===== src/adc_ctrl_pkg.sv =====
package adc_ctrl_pkg;
   // Register byte addresses
   localparam logic [11:0] ADDR_CONTROL_1 = 12'h000;
   localparam logic [11:0] ADDR_IRQ_STATUS = 12'h004;
   localparam logic [11:0] ADDR_IRQ_MASK = 12'h008;
   localparam logic [11:0] ADDR_CONFIG = 12'h00C;
   // Control register 1 field positions
   localparam int BIT_CONV_DONE = 0;
   localparam int BIT_SAMPLE_ENABLE = 1;
   localparam int BIT_SAMPLE_AUTO = 2;
   localparam int BIT_SIM_SAMPLE = 3;
   localparam int TRIG_LSB = 5;
   localparam int TRIG_MSB = 7;
   localparam int BIT_RESOLUTION = 10;
   // Config register fields
   localparam int CHANNEL_COUNT_SELECT_LSB = 0;
   localparam int CHANNEL_COUNT_SELECT_MSB = 1;
   localparam int ACNT_LSB = 8;
   localparam int ACNT_MSB = 12;
   localparam int CONV_LSB = 16;
   localparam int CONV_MSB = 23;
   // Interrupt bits
   localparam int IRQ_DONE = 0;
   localparam int IRQ_START = 1;
   localparam int IRQ_W = 2;
   // Trigger source codes
   localparam logic [2:0] TRIG_SOFT = 3'h0;
   localparam logic [2:0] TRIG_EXT0 = 3'h1;
   localparam logic [2:0] TRIG_TMR3 = 3'h2;
   localparam logic [2:0] TRIG_PWM1 = 3'h3;
   localparam logic [2:0] TRIG_PWM2 = 3'h5;
   localparam logic [2:0] TRIG_AUTO = 3'h7;
   // Reset values, then the NONSEQ transfer code and the state type
   localparam logic [4:0] AUTO_COUNT_RESET = 5'h03;
   localparam logic [7:0] CONV_CYCLES_RESET = 8'h0E;
   localparam logic [1:0] CHANNEL_COUNT_SELECT_RESET = 2'h0;
   localparam logic [1:0] HTRANS_NONSEQ = 2'h2;
   typedef enum {ST_IDLE, ST_SAMPLE, ST_CONVERT} conv_state_t;
endpackage


===== src/trig_if.sv =====
`timescale 1ns/1ps
`default_nettype none
interface trig_if;
   logic rawExt0;
   logic rawTmr3;
   logic rawPwm1;
   logic rawPwm2;
   logic ext0Edge;
   logic tmr3Pulse;
   logic pwm1Pulse;
   logic pwm2Pulse;
   modport sync (input rawExt0, rawTmr3, rawPwm1, rawPwm2,
      output ext0Edge, tmr3Pulse, pwm1Pulse, pwm2Pulse);
   modport core (output rawExt0, rawTmr3, rawPwm1, rawPwm2,
      input ext0Edge, tmr3Pulse, pwm1Pulse, pwm2Pulse);
endinterface
`default_nettype wire


===== src/adc_sample_convert_control.sv =====
// Chosen here: register access over AHB-Lite and the register addresses.
`timescale 1ns/1ps
`default_nettype none
module adc_sample_convert_control
(
   // System
   input wire logic clk,
   input wire logic rstn,
   // AHB-Lite slave
   input wire logic hsel,
   input wire logic [11:0] haddr,
   input wire logic [1:0] htrans,
   input wire logic hwrite,
   input wire logic [2:0] hsize,
   input wire logic [31:0] hwdata,
   input wire logic hready,
   output logic [31:0] hrdata,
   output logic hreadyout,
   output logic hresp,
   // Trigger pins
   input wire logic extInt0,
   input wire logic timer3Compare,
   input wire logic pwm1Interval,
   input wire logic pwm2Interval,
   // Converter side
   output logic sampling,
   output logic convertStart,
   output logic simultaneous,
   output logic [1:0] channelSample,
   // Interrupt
   output logic irq
);
   trig_if trig();
   assign trig.rawExt0 = extInt0;
   assign trig.rawTmr3 = timer3Compare;
   assign trig.rawPwm1 = pwm1Interval;
   assign trig.rawPwm2 = pwm2Interval;
   trig_sync u_sync
   (
      .clk(clk),
      .rstn(rstn),
      .trig(trig)
   );

   adc_ctrl_pkg::conv_state_t state;
   logic [2:0] triggerSource;
   logic sampleAuto;
   logic simSample;
   logic resolution;
   logic sampleEnable;
   logic convDone;
   logic [1:0] channelCount;
   logic [4:0] autoCount;
   logic [7:0] convCycles;
   logic [7:0] counter;
   logic [1:0] chanIdx;
   logic [adc_ctrl_pkg::IRQ_W-1:0] irqStatus;
   logic [adc_ctrl_pkg::IRQ_W-1:0] irqMask;

   // AHB address phase capture
   logic wrPend;
   logic rdPend;
   logic [11:0] addrPend;
   wire logic addrValid = hsel & hready & htrans[1];
   always_ff @(posedge clk or negedge rstn)
   begin
      if (!rstn)
      begin
         wrPend <= 1'b0;
         rdPend <= 1'b0;
         addrPend <= 12'h000;
      end
      else
      begin
         wrPend <= addrValid & hwrite;
         rdPend <= addrValid & ~hwrite;
         if (addrValid)
            addrPend <= haddr;
      end
   end

   wire logic ctlWr = wrPend && addrPend == adc_ctrl_pkg::ADDR_CONTROL_1;
   wire logic cfgWr = wrPend && addrPend == adc_ctrl_pkg::ADDR_CONFIG;
   wire logic swSampleSet = ctlWr & ~sampleEnable
      & hwdata[adc_ctrl_pkg::BIT_SAMPLE_ENABLE];
   wire logic swSampleClr = ctlWr & sampleEnable
      & ~hwdata[adc_ctrl_pkg::BIT_SAMPLE_ENABLE];
   wire logic doneSwClr = ctlWr & ~hwdata[adc_ctrl_pkg::BIT_CONV_DONE];

   // Trigger selection
   logic hwTrigger;
   always_comb
   begin
      unique case (triggerSource)
         adc_ctrl_pkg::TRIG_EXT0: hwTrigger = trig.ext0Edge;
         adc_ctrl_pkg::TRIG_TMR3: hwTrigger = trig.tmr3Pulse;
         adc_ctrl_pkg::TRIG_PWM1: hwTrigger = trig.pwm1Pulse;
         adc_ctrl_pkg::TRIG_PWM2: hwTrigger = trig.pwm2Pulse;
         adc_ctrl_pkg::TRIG_AUTO: hwTrigger = counter == 8'(autoCount);
         default: hwTrigger = 1'b0; // Reserved codes never trigger
      endcase
   end

   wire logic softMode = triggerSource == adc_ctrl_pkg::TRIG_SOFT;
   wire logic startConv = state == adc_ctrl_pkg::ST_SAMPLE
      && (softMode ? swSampleClr : hwTrigger);
   wire logic convEnd = state == adc_ctrl_pkg::ST_CONVERT
      && counter == convCycles;

   // Configuration fields
   always_ff @(posedge clk or negedge rstn)
   begin
      if (!rstn)
      begin
         triggerSource <= adc_ctrl_pkg::TRIG_SOFT;
         sampleAuto <= 1'b0;
         simSample <= 1'b0;
         resolution <= 1'b0;
         channelCount <= adc_ctrl_pkg::CHANNEL_COUNT_SELECT_RESET;
         autoCount <= adc_ctrl_pkg::AUTO_COUNT_RESET;
         convCycles <= adc_ctrl_pkg::CONV_CYCLES_RESET;
      end
      else
      begin
         if (ctlWr)
         begin
            triggerSource <=
               hwdata[adc_ctrl_pkg::TRIG_MSB:adc_ctrl_pkg::TRIG_LSB];
            sampleAuto <= hwdata[adc_ctrl_pkg::BIT_SAMPLE_AUTO];
            simSample <= hwdata[adc_ctrl_pkg::BIT_SIM_SAMPLE];
            resolution <= hwdata[adc_ctrl_pkg::BIT_RESOLUTION];
         end
         if (cfgWr)
         begin
            channelCount <=
               hwdata[adc_ctrl_pkg::CHANNEL_COUNT_SELECT_MSB:adc_ctrl_pkg::CHANNEL_COUNT_SELECT_LSB];
            autoCount <=
               hwdata[adc_ctrl_pkg::ACNT_MSB:adc_ctrl_pkg::ACNT_LSB];
            convCycles <=
               hwdata[adc_ctrl_pkg::CONV_MSB:adc_ctrl_pkg::CONV_LSB];
         end
      end
   end

   // Sequencer
   always_ff @(posedge clk or negedge rstn)
   begin
      if (!rstn)
      begin
         state <= adc_ctrl_pkg::ST_IDLE;
         counter <= 8'h00;
      end
      else
      begin
         unique case (state)
            adc_ctrl_pkg::ST_IDLE:
            begin
               counter <= 8'h00;
               if (swSampleSet || sampleAuto)
                  state <= adc_ctrl_pkg::ST_SAMPLE;
            end
            adc_ctrl_pkg::ST_SAMPLE:
            begin
               counter <= startConv ? 8'h00 : counter + 8'h01;
               if (startConv)
                  state <= adc_ctrl_pkg::ST_CONVERT;
            end
            adc_ctrl_pkg::ST_CONVERT:
            begin
               counter <= convEnd ? 8'h00 : counter + 8'h01;
               if (convEnd)
                  state <= sampleAuto ? adc_ctrl_pkg::ST_SAMPLE
                     : adc_ctrl_pkg::ST_IDLE;
            end
         endcase
      end
   end

   // Sample enable mirrors the acquire phase
   always_ff @(posedge clk or negedge rstn)
   begin
      if (!rstn)
         sampleEnable <= 1'b0;
      else if (startConv)
         sampleEnable <= 1'b0;
      else if (state == adc_ctrl_pkg::ST_IDLE && (swSampleSet || sampleAuto))
         sampleEnable <= 1'b1;
      else if (convEnd && sampleAuto)
         sampleEnable <= 1'b1;
   end

   // Done flag: hardware set wins over software clear
   always_ff @(posedge clk or negedge rstn)
   begin
      if (!rstn)
         convDone <= 1'b0;
      else if (convEnd)
         convDone <= 1'b1;
      else if (startConv)
         convDone <= 1'b0;
      else if (doneSwClr)
         convDone <= 1'b0;
   end

   // Channel stepping for sequential multi-channel sampling
   wire logic multi = channelCount != 2'h0;
   always_ff @(posedge clk or negedge rstn)
   begin
      if (!rstn)
         chanIdx <= 2'h0;
      else if (state != adc_ctrl_pkg::ST_CONVERT)
         chanIdx <= 2'h0;
      else if (multi && !simSample && chanIdx != channelCount)
         chanIdx <= chanIdx + 2'h1;
   end

   // Converter-side outputs
   always_ff @(posedge clk or negedge rstn)
   begin
      if (!rstn)
      begin
         sampling <= 1'b0;
         convertStart <= 1'b0;
         simultaneous <= 1'b0;
         channelSample <= 2'h0;
      end
      else
      begin
         sampling <= sampleEnable;
         convertStart <= startConv;
         simultaneous <= multi & simSample;
         channelSample <= chanIdx;
      end
   end

   // Interrupts: sticky, write one to clear, set wins
   wire logic [adc_ctrl_pkg::IRQ_W-1:0] irqEvent = {startConv, convEnd};
   wire logic irqStWr = wrPend && addrPend == adc_ctrl_pkg::ADDR_IRQ_STATUS;
   wire logic irqMkWr = wrPend && addrPend == adc_ctrl_pkg::ADDR_IRQ_MASK;
   always_ff @(posedge clk or negedge rstn)
   begin
      if (!rstn)
      begin
         irqStatus <= '0;
         irqMask <= '0;
         irq <= 1'b0;
      end
      else
      begin
         irqStatus <= irqEvent | (irqStatus
            & ~(irqStWr ? hwdata[adc_ctrl_pkg::IRQ_W-1:0] : '0));
         if (irqMkWr)
            irqMask <= hwdata[adc_ctrl_pkg::IRQ_W-1:0];
         irq <= |(irqStatus & irqMask);
      end
   end

   // Read data
   logic [31:0] readValue;
   always_comb
   begin
      readValue = 32'h0000_0000;
      unique case (addrPend)
         adc_ctrl_pkg::ADDR_CONTROL_1:
         begin
            readValue[adc_ctrl_pkg::TRIG_MSB:adc_ctrl_pkg::TRIG_LSB] =
               triggerSource;
            readValue[adc_ctrl_pkg::BIT_SIM_SAMPLE] = simSample;
            readValue[adc_ctrl_pkg::BIT_SAMPLE_AUTO] = sampleAuto;
            readValue[adc_ctrl_pkg::BIT_SAMPLE_ENABLE] = sampleEnable;
            readValue[adc_ctrl_pkg::BIT_CONV_DONE] = convDone;
            readValue[adc_ctrl_pkg::BIT_RESOLUTION] = resolution;
         end
         adc_ctrl_pkg::ADDR_IRQ_STATUS:
            readValue[adc_ctrl_pkg::IRQ_W-1:0] = irqStatus;
         adc_ctrl_pkg::ADDR_IRQ_MASK:
            readValue[adc_ctrl_pkg::IRQ_W-1:0] = irqMask;
         adc_ctrl_pkg::ADDR_CONFIG:
         begin
            readValue[adc_ctrl_pkg::CHANNEL_COUNT_SELECT_MSB:adc_ctrl_pkg::CHANNEL_COUNT_SELECT_LSB] =
               channelCount;
            readValue[adc_ctrl_pkg::ACNT_MSB:adc_ctrl_pkg::ACNT_LSB] =
               autoCount;
            readValue[adc_ctrl_pkg::CONV_MSB:adc_ctrl_pkg::CONV_LSB] =
               convCycles;
         end
         default: readValue = 32'h0000_0000;
      endcase
   end

   // Registered read data lands one cycle after the address phase
   always_ff @(posedge clk or negedge rstn)
   begin
      if (!rstn)
      begin
         hrdata <= 32'h0000_0000;
         hreadyout <= 1'b1;
         hresp <= 1'b0;
      end
      else
      begin
         hreadyout <= ~(addrValid & ~hwrite);
         hresp <= 1'b0;
         if (rdPend)
            hrdata <= readValue;
      end
   end
endmodule // adc_sample_convert_control
`default_nettype wire


===== src/trig_sync.sv =====
`timescale 1ns/1ps
`default_nettype none
module trig_sync
(
   // System
   input wire logic clk,
   input wire logic rstn,
   // Triggers
   trig_if.sync trig
);
   logic [3:0] meta;
   logic [3:0] stable;
   logic [3:0] prev;
   always_ff @(posedge clk or negedge rstn)
   begin
      if (!rstn)
      begin
         meta <= 4'h0;
         stable <= 4'h0;
         prev <= 4'h0;
      end
      else
      begin
         meta <= {trig.rawPwm2, trig.rawPwm1, trig.rawTmr3, trig.rawExt0};
         stable <= meta;
         prev <= stable;
      end
   end
   // Rising edges only; sources are levels from other clock domains
   assign trig.ext0Edge = stable[0] & ~prev[0];
   assign trig.tmr3Pulse = stable[1] & ~prev[1];
   assign trig.pwm1Pulse = stable[2] & ~prev[2];
   assign trig.pwm2Pulse = stable[3] & ~prev[3];
endmodule // trig_sync
`default_nettype wire


===== config.mk =====
export PLATFORM = sky130hd
export DESIGN_NAME = adc_sample_convert_control
export DESIGN_NICKNAME = d
export VERILOG_FILES = /design/src/adc_ctrl_pkg.sv /design/src/trig_if.sv /design/src/adc_sample_convert_control.sv /design/src/trig_sync.sv
export SDC_FILE = /design/constraint.sdc
export NUM_CORES = 1
export LEC_CHECK = 0
export BUFFER_PORTS_ARGS = -buffer_cell sky130_fd_sc_hd__buf_2
export CAP_MARGIN = 20
export CORE_MARGIN = 2
export CORE_UTILIZATION = 55
export CTS_BUF_LIST = sky130_fd_sc_hd__clkbuf_4
export DETAILED_ROUTE_END_ITERATION = 8
export GPL_TIMING_DRIVEN = 0
export PLACE_DENSITY = 0.94
export SLEW_MARGIN = 20
export SYNTH_ARGS = -nofsm -noshare
export SYNTH_HDL_FRONTEND = slang
export SYNTH_SLANG_ARGS = --single-unit

===== constraint.sdc =====
create_clock -name clk -period 5.6 [get_ports clk]
set_clock_uncertainty 0.05 [all_clocks]
set_input_delay 0.84 -clock clk [delete_from_list [all_inputs] [get_ports clk]]
set_output_delay 0.84 -clock clk [all_outputs]
set_load 0.01 [all_outputs]

[Word-level counts from Yosys, hierarchy flattened]
Cells that the tools add are included.
Cells by class
  add/subtract/negate cells: 2
  $mul: 0
  div/mod/pow operators: 0
  $lt $le $gt $ge: 0
  equal/unequal tests: 19
  shift operators: 0
  mux-type cells: 26
  bitwise operators: 27
  reductions and logical operators: 22
Operator list (number)
  32-bit 2-to-1 mux: 3
  32-bit one-hot mux with 3 select lines: 1
  32-bit by 2-bit equality test with 1-bit output, second input constant: 2
  32-bit logical NOT: 2
  32-bit by 1-bit equality test with 1-bit output, second input constant: 1
  32-bit by 3-bit equality test with 1-bit output, second input constant: 1
  32-bit by 3-bit inequality test with 1-bit output, second input constant: 1
  12-bit by 4-bit equality test with 1-bit output, second input constant: 2
  8-bit 2-to-1 mux: 3
  8-bit one-hot mux with 3 select lines: 1
  1-bit AND: 14
  12-bit by 3-bit equality test with 1-bit output, second input constant: 1
  12-bit logical NOT: 1
  2-bit 2-to-1 mux: 6
  1-bit logical AND: 10
  1-bit inverter: 9
  8-bit by 1-bit adder with 8-bit output, second input constant: 1
  8-bit by 5-bit equality test with 1-bit output: 1
  8-bit equality test: 1
  1-bit 2-to-1 mux: 8
  2-bit one-hot mux with 4 select lines: 1
  3-bit by 2-bit equality test with 1-bit output, second input constant: 2
  3-bit equality test, second input constant: 2
  2-bit inequality test, second input constant: 3
  16 further kinds: 19
Word-level totals
  bits in registers: 122
  latch bits: 0
  RAM bits: 0
  bits in read-only memories: 0
  memories: 0

[Depth between registers and ports, before layout]
  word-level depth: 8
  mapped depth: 8
  depth with buffers taken out: 6

[Cells and area by module]
Synthesis repeated with hierarchy kept, for this count alone.
Second synthesis, totals
  cell total of the unflattened synthesis: 339
  area, all modules: 4068.9 um^2
Modules (own cells, without submodules)
  adc_sample_convert_control: times used 1, cells each 323, area an instance 3713.6 um^2, sequential area each 2009.4 um^2
  trig_sync: times used 1, cells each 16, area an instance 355.3 um^2, sequential area each 300.3 um^2

[Least setup slack after synthesis]
No wires, ideal clock.
  kind: input-to-reg
  from: input hwdata[1]
  to: register state[0]
  library setup time: 0.137 ns
  arrival: 1.688 ns
  path slack: 3.725 ns
  cell stages on the path: 6
  path buffers: 0
  cells stage by stage: nor4_1 > nand2_1 > o22ai_2 > nor3_1 > o21ai_0 > o31ai_1
Between the ends
  cells in the longest elaborated chain, start to end: 6
  elaborated cells between the ends (all ways): 9
  classes of those cells: eq/ne: 2; mux: 1; bitwise: 3; reduce/logical: 3
RTL lines
  from (decl): RTL line adc_sample_convert_control.sv:15  | input wire logic [31:0] hwdata,
  1-bit inverter: RTL line adc_sample_convert_control.sv:87  | & ~hwdata[adc_ctrl_pkg::BIT_SAMPLE_ENABLE];
  1-bit AND: RTL line adc_sample_convert_control.sv:87
  1-bit 2-to-1 mux: RTL line adc_sample_convert_control.sv:106  | && (softMode ? swSampleClr : hwTrigger);
  1-bit logical AND: RTL line adc_sample_convert_control.sv:106
  2-bit inequality test (no source line)
  3-bit AND reduction (no source line) *
  to (signal assigned): RTL line adc_sample_convert_control.sv:150  | state <= adc_ctrl_pkg::ST_IDLE;
  to (signal assigned): RTL line adc_sample_convert_control.sv:160  | state <= adc_ctrl_pkg::ST_SAMPLE;
  to (signal assigned): RTL line adc_sample_convert_control.sv:166  | state <= adc_ctrl_pkg::ST_CONVERT;
  to (decl): RTL line adc_sample_convert_control.sv:45  | adc_ctrl_pkg::conv_state_t state;
Mark *: on every way between the ends. The rest lies on a longest branch, timed or not.
A chain may end at the register's enable or synchronous reset.

[Worst setup path in the final report]
  from: register convCycles[3]
  to: register state[0]
Between the ends
  cells in the longest elaborated chain, start to end: 4
RTL lines
  from (decl): RTL line adc_sample_convert_control.sv:54  | logic [7:0] convCycles;
  from (signal assigned): RTL line adc_sample_convert_control.sv:121  | convCycles <= adc_ctrl_pkg::CONV_CYCLES_RESET;
  from (signal assigned): RTL line adc_sample_convert_control.sv:139  | convCycles <=
  8-bit equality test: RTL line adc_sample_convert_control.sv:108  | && counter == convCycles;
  1-bit logical AND: RTL line adc_sample_convert_control.sv:108
  2-bit inequality test (no source line)
  3-bit AND reduction (no source line)
No other way between the ends.

==> impl_metrics.yaml <==
status:
  status: "complete, no violations"
clock_tree:
  clockRootBuffer: "clkbuf_4"
  clk_pin_slew_ns: 0.14
  cts_max_level: 3
  post-cts-setup-buffers: 0
  cts_buffer_depth: 2
  cts_tree: "done"
  cts_buffers: 9
  cts.sinks: 92
  clkLatencyLatePin_ns: 0.45
  cts_resized: 0
  holdBufCountCts: 0
final_layout:
  area_growth_pct: 17.3
  fin_area_mm2: 0.00472
  final_nets: 491
  antenna_cells: 0
  drive_gt1_frac: 0.362
grt:
  grt_pass1_wl_mm: 12.5
  grt_max_degree: 51
  grt_antenna_before_repair: 0
  overflow: 0
  grt_pass1_vias: 2643
  grt_usage: 0.210
flow_run:
  drv_cap: 0
setup_path:
  crit_arrival_ns: 2.36
  worstSetupPathType: "flip-flop to flip-flop"
  crit_fanout: 4
  crit_path_start: "convCycles[3]"
  required_ns: 5.86
  reg2regPathDepth: 6
  endpoint_kind: "flip-flop"
  r2r_slack_ns: 3.50
  start_kind: "flip-flop"
  worstReg2RegStart: "convCycles[3]"
  r2r_end: "state[0]"
synth:
  yosysUniqueCellTypes: 47
  ys_seq_area_frac: 0.574
  synthTopCellsByArea: "dfrtp_1 53%, mux2_2 7.0%, dfstp_2 3.9%"
  yosysWarnings: 0
  synth_top_flop_cell: "dfrtp_1"
  syn_area_per_cell_um2: 11.9
  async_flop_share: 1.00
  ys_ff_latch: 92
  syn_area_mm2: 0.00403
  yosysTopAreaCell: "dfrtp_1"
  synth-edff-count: 0
  synthCells: 337
  synth_top_cell_area_share: 0.534
route:
  route.detailed.drc: 0
  avgViaCountPerCell: 5.16
  drt_wl_total_mm: 7.85
  detail_route.first_pass.iterations: 4
  vias: 2751
  first_iter_violations: 181
  drtAntennaViolNets: 0
  wl_per_cell_um: 14.7
timing:
  finalSetupTns_ns: 0
  fmax_mhz: 477
  hold_viol_final: 0
  fin_crit_sh: 0.375
  rsz0062_at_grt: "no"
  period_minus_slack_ns: 2.10
  setup_viol: 0
  fin_ws_ns: 3.50
  drv_slew: 0
  relSlewSlack: 0.595
  tightest_slew_ns: 0.608
power:
  p_per_area_mw_per_mm2: 302
  p_leak_nw: 2.27
  peakVddDrop_uv: 237
place:
  hpwl_mm: 5.73
  pre_cts_ws_ns: 3.43
  place.port_buffers: 68
  placed_cell_area_mm2: 0.00456
  gp_congestion: 0.847
min_path:
  hold_depth: 0
  hp-class: "flip-flop to flip-flop"
  min_from: "u_sync.meta[1]"
  hold-path-endpoint: "u_sync.stable[1]"
floorplanning:
  rows: 31
  die_y_um: 89.6
  io_pins: 98
  core-area_mm2: 0.00718
  dieArea_mm2: 0.00802
  initial_core_util: 0.561
  die_x_um: 89.6
==> layout make-up <==
type | count | area [µm²]
Buffer | 22 | 154
Clock buffer | 10 | 75.1
Clock inverter | 6 | 88.8
Fill cell | 543 | 2450
Inverter | 28 | 105
Multi-Input combinational cell | 207 | 1500
Sequential cell | 92 | 2310
Tap cell | 99 | 124
Timing Repair Buffer | 69 | 363
==> cells in the final DEF (no fill, tap or decap), types with 3 or more instances in the layout <==
cell type and n:
nor4_2 3, mux2_4 10, xor2_1 5, nor3b_1 3
buf_2 70, clkbuf_1 3, mux2_2 25, dfrtp_1 86
nor2_1 17, buf_4 15, clkbuf_4 10, nand2_1 35
o21ai_0 23, inv_1 28, nor3_1 3, xnor2_1 14
ha_1 4, dfstp_2 6, and3_1 4, conb_1 13
nand3_1 12
==> state kept, by name (all words and copies together) (netlist names), 2 cells and up <==
signal         cells
addrPend          12
autoCount          5
chanIdx            2
channelCount       2
channelSample      2
convCycles         8
counter            8
hrdata            20
irqMask            2
irqStatus          2
state              2
triggerSource      3
u_sync.meta        4
u_sync.prev        4
u_sync.stable      4
==> critical path, cell delays in order (launching register included) <==
cell and delay (ns):
dfstp_2 0.57, xnor2_1 0.12, nand2_1 0.09, o41ai_1 0.59, o31ai_1 0.26, o21ai_0 0.20, o31ai_1 0.10
==> synth_stat cells, types with 2 or more instances <==
master and n:
a21oi_1 2, a22o_1 2, and3_1 4, and4b_1 2, buf_2 3, buf_4 14, buf_6 2, clkbuf_1 3
dfrtp_1 86, dfstp_2 6, ha_1 4, inv_1 28, mux2_2 25, mux2_4 10, mux2i_1 2, mux4_2 2
nand2_1 35, nand2b_1 2, nand3_1 12, nor2_1 17, nor2b_1 2, nor3_1 3, nor3b_1 3, nor4_1 2
nor4_2 3, o21ai_0 23, o21ai_1 2, o31ai_1 2, xnor2_1 14, xor2_1 5
==> metrics by stage <==
stage                     hold slack [ns]  utilization  std cells  total power, mW
after floorplan                     0.281            -        349            0.939
after global placement              0.285        0.632        516             1.01
after detailed placement            0.286        0.635        517             1.03
after CTS                           0.318        0.658        533             1.43
after global routing                0.321        0.658        533             1.49
final                               0.315        0.658        533             1.42
==> how the worst max path moves through the flow <==
stage                     endpoint  slack, ns
floorplan                 state[0]       3.72
global placement    u_sync.meta[0]       2.94
detailed placement      counter[2]       3.43
CTS                       state[0]       3.51
global route              state[0]       3.36
finish                    state[0]       3.50
==> kinds of logic (layout without fill, tap and decap cells) <==
group	after synthesis	after routing	synth area share
DFF	92	92	0.574
and+or+nand+nor	92	92	0.122
buffers and inverters	50	135	0.0643
AOI/OAI and AO/OA	40	40	0.0622
muxes	39	39	0.123
xor gates and xnor gates	19	19	0.0413
adders and majority gates	4	4	0.0124
other	1	13	0.000931
==> layer usage <==
layer,wire (µm),GRT usage
met1,3280,0.264
met2,3880,0.338
met3,443,0.0425
met4,245,0.119
met5,0,0
==> power breakdown <==
| group | total [mW] | switching, mW | internal [mW] |
|---|---|---|---|
| clock | 0.406 | 0.219 | 0.187 |
| combinational | 0.248 | 0.135 | 0.114 |
| sequential | 0.771 | 0.0498 | 0.721 |
No activity file was read; power rests on OpenSTA's default activity.
